===== config.mk =====
export PLATFORM = sky130hd
export DESIGN_NAME = rsc_reset_ctrl
export DESIGN_NICKNAME = d
export VERILOG_FILES = /design/src/hdl/rsc_pkg.sv /design/src/hdl/rsc_reset_ctrl.sv /design/src/hdl/rsc_sync.sv
export SDC_FILE = /design/constraint.sdc
export NUM_CORES = 1
export LEC_CHECK = 0
export BUFFER_PORTS_ARGS = -buffer_cell sky130_fd_sc_hd__buf_2
export CAP_MARGIN = 40
export CORE_UTILIZATION = 35
export CTS_BUF_LIST = sky130_fd_sc_hd__clkbuf_16
export DETAILED_ROUTE_END_ITERATION = 7
export GPL_TIMING_DRIVEN = 0
export SLEW_MARGIN = 20
export SYNTH_ARGS = -nofsm -noshare
export SYNTH_HDL_FRONTEND = slang
export SYNTH_SLANG_ARGS = --single-unit

===== constraint.sdc =====
create_clock -name ref_clk -period 5.45 [get_ports ref_clk]
set_input_delay 0 -clock ref_clk [delete_from_list [all_inputs] [get_ports ref_clk]]
set_output_delay 0 -clock ref_clk [all_outputs]
set_load 0.02 [all_outputs]

===== src/hdl/rsc_pkg.sv =====
// shared constants and carrier types of the reset source controller
package rsc_pkg;

   // register decode
   localparam logic [7:0] RSC_REG_ADDR = 8'hef;

   // bit positions, shared by flags, enables and source requests
   localparam int unsigned BIT_PIN = 0;
   localparam int unsigned BIT_MON = 1;
   localparam int unsigned BIT_MCD = 2;
   localparam int unsigned BIT_WDT = 3;
   localparam int unsigned BIT_SW = 4;
   localparam int unsigned BIT_CMP = 5;
   localparam int unsigned BIT_FLASH = 6;
   localparam int unsigned BIT_RTC = 7;

   // values after power-on
   localparam logic [7:0] FLAGS_POR = 8'h02;
   localparam logic [7:0] RDATA_RST = 8'h00;
   localparam logic [15:0] RESET_VECTOR = 16'h0000;

   // timing, figures in microseconds, counts derived from the clock rate
   localparam int unsigned CLK_MHZ = 100;
   localparam int unsigned MCD_TIMEOUT_US = 100;
   localparam int unsigned MCD_MIN_US = 50;
   localparam int unsigned MCD_MAX_US = 650;
   localparam int unsigned RELEASE_MAX_US = 180;
   localparam int unsigned MCD_TIMEOUT_CYC = MCD_TIMEOUT_US * CLK_MHZ;
   localparam int unsigned RELEASE_CYC = RELEASE_MAX_US * CLK_MHZ;
   localparam int unsigned WDT_DIV = 12;
   localparam logic [3:0] WDT_DIV_LAST = 4'(WDT_DIV - 1);

   // pin history kept after self drive, covers synchroniser latency
   localparam int unsigned DRV_HIST = 4;

   // synchroniser lanes and their idle values
   localparam int unsigned SYNC_W = 6;
   localparam logic [SYNC_W-1:0] SYNC_INIT = 6'h05;

   // sequencer states
   typedef enum logic [2:0]
   {
      ST_RUN = 3'b001,
      ST_HOLD = 3'b010,
      ST_WAIT = 3'b100
   } rsc_state_t;

   // special function register access, one cycle per access
   typedef struct packed
   {
      logic [7:0] addr;
      logic wr;
      logic rd;
      logic rmw;
      logic [7:0] wdata;
   } rsc_sfr_req_t;

   // flash access checks from the memory controller
   typedef struct packed
   {
      logic storeWrite;
      logic codeRead;
      logic branch;
      logic aboveLock;
      logic secBlocked;
      logic monitorOn;
   } rsc_flash_req_t;

endpackage


===== src/hdl/rsc_reset_ctrl.sv =====
// reset source collection, cause register and release sequencing
`timescale 1ns/100ps
//
// Contract
// - pin low resets device; pin flag set on exit
// - enabled lost clock detector resets on stuck system clock
// - timeout counts from last system clock rising edge, 50..650 us
// - bit 2 reads detector cause; writing it enables the detector
// - only power sources drive the pin low
// - bit 5 write enables comparator reset, active when noninv below inv
// - bit 5 reads 1 only after comparator reset
// - after any reset watchdog enabled, clocked at system clock over 12; the divider here counts ref_clk over 12
// - watchdog expiry resets; bit 3 reads its cause
// - flash access errors reset the device
// - bit 6 reads flash error cause, read only
// - rtc oscillator fail or alarm requests reset
// - bit 7 enables rtc reset source and reads its cause
// - writing 1 to bit 4 forces reset; bit 4 reads its cause
// - read-modify-write reads enables for bits 7,5,4,2,1; bit 4 reads 0 here
// - bit 1 set on power reset; writing enables supply monitor source
// - code starts at 0x0000 within 180 us of last release
// - every non-power reset clears the power flag
module rsc_reset_ctrl
   import rsc_pkg::*;
#(
   parameter int unsigned MCD_CYC = MCD_TIMEOUT_CYC,
   parameter int unsigned REL_CYC = RELEASE_CYC
)
(
   // clock and power-on reset
   input wire logic ref_clk,
   input wire logic arst_n,
   // special function register port
   input wire rsc_sfr_req_t sfrReq,
   output logic [7:0] sfrRdata,
   // external reset pin, three signals
   input wire logic extResetPinIn,
   output logic extResetPinOut,
   output logic extResetPinOe_n,
   // reset requests
   input wire logic sysClkIn,
   input wire logic cmpNoninvAbove,
   input wire logic rtcOscFail,
   input wire logic rtcAlarm,
   input wire logic monBelow,
   input wire logic wdtExpire,
   input wire rsc_flash_req_t flashReq,
   // towards core and counter array
   output logic coreReset,
   output logic codeStart,
   output logic [15:0] resetVector,
   output logic wdtDefaultLoad,
   output logic wdtTick
);

   localparam logic [15:0] MCD_LAST = 16'(MCD_CYC - 1);
   localparam logic [15:0] REL_LAST = 16'(REL_CYC - 1);

   // register address decode, used by read and write
   function automatic logic isReg(input logic [7:0] a);
      isReg = (a == RSC_REG_ADDR);
   endfunction

   rsc_state_t state_q, state_d;
   logic [7:0] flags_q, flags_d;
   logic [7:0] cause_q, cause_d;
   logic [15:0] relCnt_q, relCnt_d;
   logic [15:0] mcdCnt_q, mcdCnt_d;
   logic enMcd_q, enMcd_d;
   logic enCmp_q, enCmp_d;
   logic enRtc_q, enRtc_d;
   logic enMon_q, enMon_d;
   logic swReq_q, swReq_d;
   logic pinDrive_q, pinDrive_d;
   logic [DRV_HIST-1:0] drvHist_q, drvHist_d;
   logic clkPrev_q, clkPrev_d;
   logic [3:0] wdtDiv_q, wdtDiv_d;
   logic wdtTick_q, wdtTick_d;
   logic wdtLoad_q, wdtLoad_d;
   logic start_q, start_d;
   logic coreRst_q, coreRst_d;
   logic [7:0] rdata_q, rdata_d;
   logic [SYNC_W-1:0] syncIn, syncOut;
   logic pinSync, clkSync, cmpSync, oscSync, alarmSync, monSync;
   logic flashErr, regWrite;
   logic [7:0] src;

   // asynchronous inputs pass four flops before use
   assign syncIn = {monBelow, rtcAlarm, rtcOscFail, cmpNoninvAbove,
                    sysClkIn, extResetPinIn};

   rsc_sync #(.W(SYNC_W), .INIT(SYNC_INIT)) u_sync
   (
      .ref_clk(ref_clk),
      .arst_n(arst_n),
      .din(syncIn),
      .dout(syncOut)
   );

   assign pinSync = syncOut[0];
   assign clkSync = syncOut[1];
   assign cmpSync = syncOut[2];
   assign oscSync = syncOut[3];
   assign alarmSync = syncOut[4];
   assign monSync = syncOut[5];

   // flash access faults, same clock as this block
   assign flashErr = (flashReq.storeWrite & flashReq.aboveLock)
                   | (flashReq.codeRead & flashReq.aboveLock)
                   | (flashReq.branch & flashReq.aboveLock)
                   | flashReq.secBlocked
                   | (flashReq.storeWrite & ~flashReq.monitorOn);

   // request vector, bit positions match the cause register
   always_comb
   begin
      src = 8'h00;
      // our own drive reads back low; ignore pin until it settles
      src[BIT_PIN] = ~pinSync & ~pinDrive_q & ~(|drvHist_q);
      src[BIT_MON] = enMon_q & monSync;
      src[BIT_MCD] = enMcd_q & (state_q == ST_RUN)
                   & (mcdCnt_q == MCD_LAST);
      src[BIT_WDT] = wdtExpire;
      src[BIT_SW] = swReq_q;
      src[BIT_CMP] = enCmp_q & ~cmpSync;
      src[BIT_FLASH] = flashErr;
      src[BIT_RTC] = enRtc_q & (oscSync | alarmSync);
   end

   assign regWrite = sfrReq.wr & isReg(sfrReq.addr) & (state_q == ST_RUN);

   // sequencer: hold while any source stands, then count the release
   always_comb
   begin
      state_d = state_q;
      cause_d = cause_q;
      flags_d = flags_q;
      relCnt_d = relCnt_q;
      pinDrive_d = pinDrive_q;
      wdtLoad_d = 1'b0;
      start_d = 1'b0;
      enMcd_d = enMcd_q;
      enCmp_d = enCmp_q;
      enRtc_d = enRtc_q;
      enMon_d = enMon_q;
      swReq_d = 1'b0;
      if (regWrite)
      begin
         enRtc_d = sfrReq.wdata[BIT_RTC];
         enCmp_d = sfrReq.wdata[BIT_CMP];
         enMcd_d = sfrReq.wdata[BIT_MCD];
         enMon_d = sfrReq.wdata[BIT_MON];
         swReq_d = sfrReq.wdata[BIT_SW];
      end
      case (state_q)
         ST_RUN:
         begin
            if (|src)
            begin
               state_d = ST_HOLD;
               cause_d = src;
               pinDrive_d = src[BIT_MON];
            end
         end
         ST_HOLD:
         begin
            cause_d = cause_q | src;
            if (src[BIT_MON])
            begin
               pinDrive_d = 1'b1;
            end
            if (!(|src))
            begin
               state_d = ST_WAIT;
               relCnt_d = 16'h0000;
            end
         end
         ST_WAIT:
         begin
            if (|src)
            begin
               state_d = ST_HOLD;
               cause_d = cause_q | src;
               if (src[BIT_MON])
               begin
                  pinDrive_d = 1'b1;
               end
            end
            else if (relCnt_q == REL_LAST)
            begin
               // flags only change here, so they name the last cause
               state_d = ST_RUN;
               flags_d = cause_q;
               pinDrive_d = 1'b0;
               wdtLoad_d = 1'b1;
               start_d = 1'b1;
               // plain source enables return off, monitor enable kept
               enMcd_d = 1'b0;
               enCmp_d = 1'b0;
               enRtc_d = 1'b0;
               if (cause_q[BIT_MON])
               begin
                  enMon_d = 1'b1;
               end
            end
            else
            begin
               relCnt_d = relCnt_q + 16'h0001;
            end
         end
         default:
         begin
            state_d = ST_HOLD;
         end
      endcase
   end

   // lost clock timer, restarted by each rising system clock edge
   always_comb
   begin
      clkPrev_d = clkSync;
      mcdCnt_d = mcdCnt_q;
      if (!enMcd_q || state_q != ST_RUN || (clkSync && !clkPrev_q))
      begin
         mcdCnt_d = 16'h0000;
      end
      else if (mcdCnt_q != MCD_LAST)
      begin
         mcdCnt_d = mcdCnt_q + 16'h0001;
      end
   end

   // watchdog clock divider, restarts at every release
   always_comb
   begin
      wdtDiv_d = wdtDiv_q;
      wdtTick_d = 1'b0;
      if (state_q != ST_RUN)
      begin
         wdtDiv_d = 4'h0;
      end
      else if (wdtDiv_q == WDT_DIV_LAST)
      begin
         wdtDiv_d = 4'h0;
         wdtTick_d = 1'b1;
      end
      else
      begin
         wdtDiv_d = wdtDiv_q + 4'h1;
      end
   end

   // read path; modify cycles see enables, plain reads see flags
   always_comb
   begin
      rdata_d = rdata_q;
      drvHist_d = {drvHist_q[DRV_HIST-2:0], pinDrive_q};
      coreRst_d = (state_d != ST_RUN);
      if (sfrReq.rd)
      begin
         rdata_d = 8'h00;
         if (isReg(sfrReq.addr))
         begin
            rdata_d = flags_q;
            if (sfrReq.rmw)
            begin
               rdata_d[BIT_RTC] = enRtc_q;
               rdata_d[BIT_CMP] = enCmp_q;
               rdata_d[BIT_SW] = 1'b0;
               rdata_d[BIT_MCD] = enMcd_q;
               rdata_d[BIT_MON] = enMon_q;
            end
         end
      end
   end

   // power-on acts as a supply reset: wait, pin driven low
   always_ff @(posedge ref_clk or negedge arst_n)
   begin
      if (!arst_n)
      begin
         state_q <= ST_WAIT;
         cause_q <= FLAGS_POR;
         flags_q <= FLAGS_POR;
         relCnt_q <= 16'h0000;
         mcdCnt_q <= 16'h0000;
         enMcd_q <= 1'b0;
         enCmp_q <= 1'b0;
         enRtc_q <= 1'b0;
         enMon_q <= 1'b1;
         swReq_q <= 1'b0;
         pinDrive_q <= 1'b1;
         drvHist_q <= '1;
         clkPrev_q <= 1'b0;
         wdtDiv_q <= 4'h0;
         wdtTick_q <= 1'b0;
         wdtLoad_q <= 1'b0;
         start_q <= 1'b0;
         coreRst_q <= 1'b1;
         rdata_q <= RDATA_RST;
      end
      else
      begin
         state_q <= state_d;
         cause_q <= cause_d;
         flags_q <= flags_d;
         relCnt_q <= relCnt_d;
         mcdCnt_q <= mcdCnt_d;
         enMcd_q <= enMcd_d;
         enCmp_q <= enCmp_d;
         enRtc_q <= enRtc_d;
         enMon_q <= enMon_d;
         swReq_q <= swReq_d;
         pinDrive_q <= pinDrive_d;
         drvHist_q <= drvHist_d;
         clkPrev_q <= clkPrev_d;
         wdtDiv_q <= wdtDiv_d;
         wdtTick_q <= wdtTick_d;
         wdtLoad_q <= wdtLoad_d;
         start_q <= start_d;
         coreRst_q <= coreRst_d;
         rdata_q <= rdata_d;
      end
   end

   // outputs
   assign sfrRdata = rdata_q;
   assign extResetPinOut = 1'b0;
   assign extResetPinOe_n = ~pinDrive_q;
   assign coreReset = coreRst_q;
   assign codeStart = start_q;
   assign resetVector = RESET_VECTOR;
   assign wdtDefaultLoad = wdtLoad_q;
   assign wdtTick = wdtTick_q;
endmodule


===== src/hdl/rsc_sync.sv =====
// three-stage input synchroniser with agreement check
`timescale 1ns/100ps
module rsc_sync
   import rsc_pkg::*;
#(
   parameter int unsigned W = SYNC_W,
   parameter logic [W-1:0] INIT = SYNC_INIT
)
(
   // clock and reset
   input wire logic ref_clk,
   input wire logic arst_n,
   // asynchronous lanes in, settled lanes out
   input wire logic [W-1:0] din,
   output logic [W-1:0] dout
);

   logic [W-1:0] s1_q, s2_q, s3_q, out_q;
   logic [W-1:0] out_d;

   // a lane changes only once stages two and three agree
   always_comb
   begin
      for (int i = 0; i < W; i++)
      begin
         out_d[i] = (s2_q[i] == s3_q[i]) ? s3_q[i] : out_q[i];
      end
   end

   // stage one feeds stage two only
   always_ff @(posedge ref_clk or negedge arst_n)
   begin
      if (!arst_n)
      begin
         s1_q <= INIT;
         s2_q <= INIT;
         s3_q <= INIT;
         out_q <= INIT;
      end
      else
      begin
         s1_q <= din;
         s2_q <= s1_q;
         s3_q <= s2_q;
         out_q <= out_d;
      end
   end

   assign dout = out_q;

endmodule


# Word level (Yosys, flattened, before mapping)
# Cells that the tools add are included.
[totals]
inputBits = 34
output_inout_bits = 30
register_bits = 101
[op_classes]
n_addsub = 3
n_mux = 48
bitwise_logic = 25
reduce_logical = 14
eq_ne = 22
[op_table]
columns = ["cell", "n"]
rows = [
  ["$mux W16", 5],
  ["$add A16 B1 Y16 const B", 2],
  ["$pmux W16 S2", 1],
  ["$mux W1", 28],
  ["$mux W8", 3],
  ["$pmux W8 S3", 1],
  ["$eq A16 B14 Y1 const B", 1],
  ["$eq A16 B15 Y1 const B", 1],
  ["$ne A16 B14 Y1 const B", 1],
  ["$and A1 B1 Y1", 13],
  ["$mux W3", 4],
  ["$pmux W3 S3", 1],
  ["$reduce_and A3 Y1", 3],
  ["$eq A8 B8 Y1 const B", 1],
  ["$mux W4", 2],
  ["$ne A2 B2 Y1 const B", 4],
  ["$or A8 B8 Y8", 1],
  ["$reduce_or A8 Y1", 1],
  ["$eq A1 B1 Y1", 6],
  ["$ne A3 B1 Y1 const B", 2],
  ["$not A1 Y1", 6],
  ["$or A1 B1 Y1", 5],
  ["$add A4 B1 Y4 const B", 1],
  ["$eq A4 B4 Y1 const B", 1],
  ["other kinds (14)", 18],
]

# Longest topological paths before layout
[depth]
ltp_word = 9
ltp_mapped = 8
depth_no_buf = 6

# By module
# From an unflattened synthesis, not the netlist that was laid out.
[unflattened]
hier_cells = 429
hier_area_um2 = 4729.5
[by_module_without_submodules]
columns = ["mod", "cells_per_inst", "instances", "area_per_inst_um2"]
rows = [
  ["rsc_reset_ctrl", 399, 1, 4051.4],
  ["rsc_sync", 30, 1, 678.2],
]

# Worst setup path before layout
# Ideal clock, no wire load.
[synth_path]
path_kind = "register -> register"
startpoint = "register state_q[2]"
endpoint = "register relCnt_q[13]"
setup_ns = 0.073
arrival_time_ns = 1.996
stages_incl_launch_ff = 7
slack_ns = 3.381
n_path_buf = 1
cell_sequence = "dfstp_2 > or3b_1 > buf_6 > nor4_4 > nand2_2 > or4_4 > a21oi_2"
[synth_via]
elab_chain_cells = 6
elab_cells_between_ends = 12
classes_between = "eq/ne (6); mux (1); bitwise (2); reduce/logical (3)"
[synth_rtl]
columns = ["item", "line_no", "source"]
rows = [
  ["start: declaration", "rsc_reset_ctrl.sv:64", "rsc_state_t state_q, state_d;"],
  ["start signal: assignment", "rsc_reset_ctrl.sv:304", "state_q <= state_d;"],
  ["$eq A3 B1 Y1", "rsc_reset_ctrl.sv:121", "src[BIT_MCD] = enMcd_q & (state_q == ST_RUN)"],
  ["$and A1 B1 Y1", "rsc_reset_ctrl.sv:121", ""],
  ["$and A1 B1 Y1", "rsc_reset_ctrl.sv:122", "& (mcdCnt_q == MCD_LAST);"],
  ["$reduce_or A8 Y1", "rsc_reset_ctrl.sv:172, rsc_reset_ctrl.sv:180", ""],
  ["$ne A2 B2 Y1 (no line)", "-", ""],
  ["$reduce_and A4 Y1 (no line)", "-", ""],
  ["end signal: assignment", "rsc_reset_ctrl.sv:307", "relCnt_q <= relCnt_d;"],
  ["end: declaration", "rsc_reset_ctrl.sv:67", "logic [15:0] relCnt_q, relCnt_d;"],
]
# Several ways; a longest one is shown, not always the timed one.
# A chain may end at the register's enable or synchronous reset.

# Final worst setup path
[layout_path]
startpoint = "register relCnt_q[12]"
endpoint = "register flags_q[7]"
[layout_via]
elab_chain_cells = 2
[layout_rtl]
columns = ["item", "line_no", "source"]
rows = [
  ["$eq A16 B15 Y1", "rsc_reset_ctrl.sv:189", "else if (relCnt_q == REL_LAST)"],
  ["$reduce_and A3 Y1 (no line)", "-", ""],
  ["end signal: assignment", "rsc_reset_ctrl.sv:306", "flags_q <= flags_d;"],
  ["end: declaration", "rsc_reset_ctrl.sv:65", "logic [7:0] flags_q, flags_d;"],
]
# Every way passes these cells.

==> summary.txt <==
Run status
  • Run status: complete, no violations

Logic synthesis
  • EDFF count, synth: 0
  • Syn Area/Cell: 10.9 µm²
  • Sequential area share after synthesis: 55.2%
  • Number of synthesized register bits: 101
  • Synth unique cells: 60
  • Yosys warns: 0
  • Synth Instances: 424
  • FFs w/ async S/R, synth: 100%
  • Dominant synthesized flop cell: dfrtp_1
  • Area of the mapped netlist: 4620 µm²

Worst setup path
  • Crit path launch type: register
  • WS Path Type: reg2reg
  • Worst EP arrival: 2.71 ns
  • Worst setup EP type: register
  • Worst EP required: 5.68 ns
  • Crit-path max FO: 10

Global routing
  • Pin count of the biggest net entering global routing: 68
  • Gr usage total: 15.2%
  • Vias in the first global route: 3250
  • Gr ovfl total: 0
  • Antenna violations before repair: 0
  • First-pass GRT wire length: 15.9 mm

CTS
  • TritonCTS Buffers: 9
  • Clk Latency, worst-skew pair: 0.35 ns
  • TritonCTS Sinks: 101
  • Number of post-CTS setup repair buffers: 0
  • Post-cts resize count: 0
  • Max Root-Sink Buffers: 2
  • CTS tree: built
  • Post-CTS Hold Buffers: 15
  • # H-tree levels: 3
  • CTS Root Cell: clkbuf_16
  • CTS clock-pin slew for the worst setup and hold paths: 0.07 ns

Route
  • Via count: 3376
  • DR WL/cell: 13.6 µm
  • Final WL: 9.37 mm
  • Residual DRC count: 0
  • Vias per cell: 4.91
  • Initial drt markers: 155
  • Antenna Nets Post-Route: 0
  • DR pass1 iterations: 7

Die
  • Row count: 41
  • Die ar.: 13700 µm²
  • Die width: 117 µm
  • DIE HEIGHT: 117 µm
  • Core ar.: 12700 µm²
  • Initial Util: 36.3%
  • Boundary Pins: 64

Cells and area
  • # fillers: 1269
  • Layout cells sized above 1: 23.9%
  • Layout area overhead: 20.6%
  • # diodes: 0
  • Final nets: 547
  • Final Util: 43.8%
  • Area occupied by multi-input gates: 1850 µm²
  • Reg area: 2550 µm²

Timing
  • Worst slew pin tran: 0.715 ns
  • Final setup fails: 0
  • RSZ-0062 raised after global routing: false
  • Fin. Hold Viols: 0
  • Fin crit period: 2.47 ns
  • Highest clock rate: 404 MHz
  • Setup_tns: 0 ns
  • Layout Skew: 0.00701 ns
  • Slew Limit Fails: 0
  • Tcrit/Tclk final: 45.4%
  • Relative slew margins: 52.2%

Placement
  • Routability cong.: 0.820
  • # port buffers: 43
  • Hpwl dp: 6.79 mm

Power and ir drop
  • Worst VDD drop: 0.199 mV
  • Leak Pwr: 0.00247 µW
  • PwrDens: 261 nW/µm²

Hold path
  • Hold Path Class: in2reg

Run
  • Number of max-cap violations: 0
## Yosys cell counts, types with 2 or more instances
master    number  area (µm²)
maj3_1         6        60.1
o21ai_0       21         105
nor3_4         2        32.5
o211ai_1       2        15.0
a211o_1        2        17.5
inv_1         21        78.8
mux2_2        12         135
or4b_1         2        20.0
nand3_1       25         125
nor4_1         6        37.5
buf_2          2        10.0
o22ai_1        2        12.5
nor2_1        39         146
dfstp_2       18         473
nand4_1        7        43.8
dfrtp_1       83        2080
buf_6          3        33.8
and2_1         3        18.8
and3_1         6        37.5
nor3_1         8        40.0
nor2b_1        3        18.8
ha_1           3        37.5
buf_4         19         143
nand2b_1       5        31.3
o31ai_1        9        67.6
mux2i_1        5        50.1
o221ai_1       3        26.3
xor2_1         6        52.6
or4_1          7        52.6
clkbuf_1       5        18.8
o21a_1         2        15.0
nand2_1       23        86.3
a21oi_1       16        80.1
nor4b_1        2        17.5
a31oi_1        7        43.8
or3_1          4        25.0
nand4b_1       3        26.3
xnor2_1       10        87.6
## worst paths after layout
kind | to | cells past startpoint | start | slack [ns]
worst min-delay path | cause_q[6] | 3 | flashReq[5] | 0.04
worst max-delay path | flags_q[7] | 5 | relCnt_q[12] | 2.98
min in group asynchronous | relCnt_q[6] | 2 | arst_n | 0.12
worst min register to register | u_sync.s2_q[5] | 0 | u_sync.s1_q[5] | 0.35
max in group asynchronous | u_sync.s1_q[2] | 3 | arst_n | 4.66
worst max register to register | flags_q[7] | 5 | relCnt_q[12] | 2.98
## through the flow
| stage | instances | worst slack (ns) | hold slack [ns] | cell area [µm²] | total power [µW] |
|---|---|---|---|---|---|
| after detailed placement | 656 | 2.99 | -0.0782 | 5140 | 867 |
| after global placement | 655 | 3.05 | 0.107 | 5110 | 863 |
| after CTS | 687 | 2.98 | 0.0268 | 5570 | 1480 |
| after floorplan | 440 | 3.38 | -0.296 | 4680 | 827 |
| final | 687 | 2.98 | 0.0417 | 5570 | 1460 |
| after global routing | 687 | 2.86 | 0.0822 | 5570 | 1510 |
## final cells by class
type                    instances  area share [%]
flip-flops and latches        101            45.8
multi-input cells             289            33.1
repair buffers                 59            7.17
clock buffers                   9            4.04
well taps                     172            3.86
plain buffers                  29            3.68
inverters                      21            1.42
clock inverters                 7           0.899
## registers in the layout, summed over array words and instances (netlist names), 6 cells and up
name / count
u_sync.s3_q: 6
u_sync.dout: 6
u_sync.s1_q: 6
relCnt_q: 16
cause_q: 8
sfrRdata: 8
mcdCnt_q: 16
flags_q: 8
u_sync.s2_q: 6
## worst max-delay path: stages, from the launching register on
cell     delay (ns)
dfrtp_1        0.43
nor4b_1        0.51
nand4_2        0.36
nor3_4         0.45
buf_4          0.26
mux2_2         0.35
## placed cells by master (no fill, tap or decap), types with 7 or more instances in the layout
| master | n |
|---|---|
| a21oi_1 | 16 |
| a31oi_1 | 7 |
| buf_2 | 44 |
| buf_4 | 19 |
| clkbuf_16 | 9 |
| conb_1 | 17 |
| dfrtp_1 | 83 |
| dfstp_2 | 18 |
| dlygate4sd3_1 | 15 |
| inv_1 | 22 |
| mux2_2 | 12 |
| nand2_1 | 23 |
| nand3_1 | 25 |
| nand4_1 | 7 |
| nor2_1 | 39 |
| nor3_1 | 8 |
| o21ai_0 | 21 |
| o31ai_1 | 9 |
| or4_1 | 7 |
| xnor2_1 | 10 |
## power breakdown
| part | internal (µW) | leakage (µW) | total (µW) | switching, µW |
|---|---|---|---|---|
| Combinational | 36.7 | 0.00106 | 86.0 | 49.3 |
| Clock | 312 | 0.000139 | 596 | 284 |
| Sequential | 766 | 0.00127 | 774 | 8.26 |
| Total | 1110 | 0.00247 | 1460 | 341 |
## kinds of logic after synthesis
kind of cell,Yosys count,synth area share (%)
xor gates and xnor gates,16,3.03
AOI/OAI and AO/OA,73,10.4
adders and majority gates,9,2.11
other,1,0.0812
DFF,101,55.2
buffers and inverters,50,6.15
and+or+nand+nor,157,19.0
muxes,17,4.01
## per-layer routing
layer  global-route usage [%]  routed length [µm]  vias to the layer above
met4                     4.56                 114                        0
met3                     3.96                 290                       12
li1                         -                   -                     1653
met1                     18.7                4140                     1664
met5                        0                   0                        -
met2                     26.2                4830                       47
No activity file was read; power rests on OpenSTA's default activity.
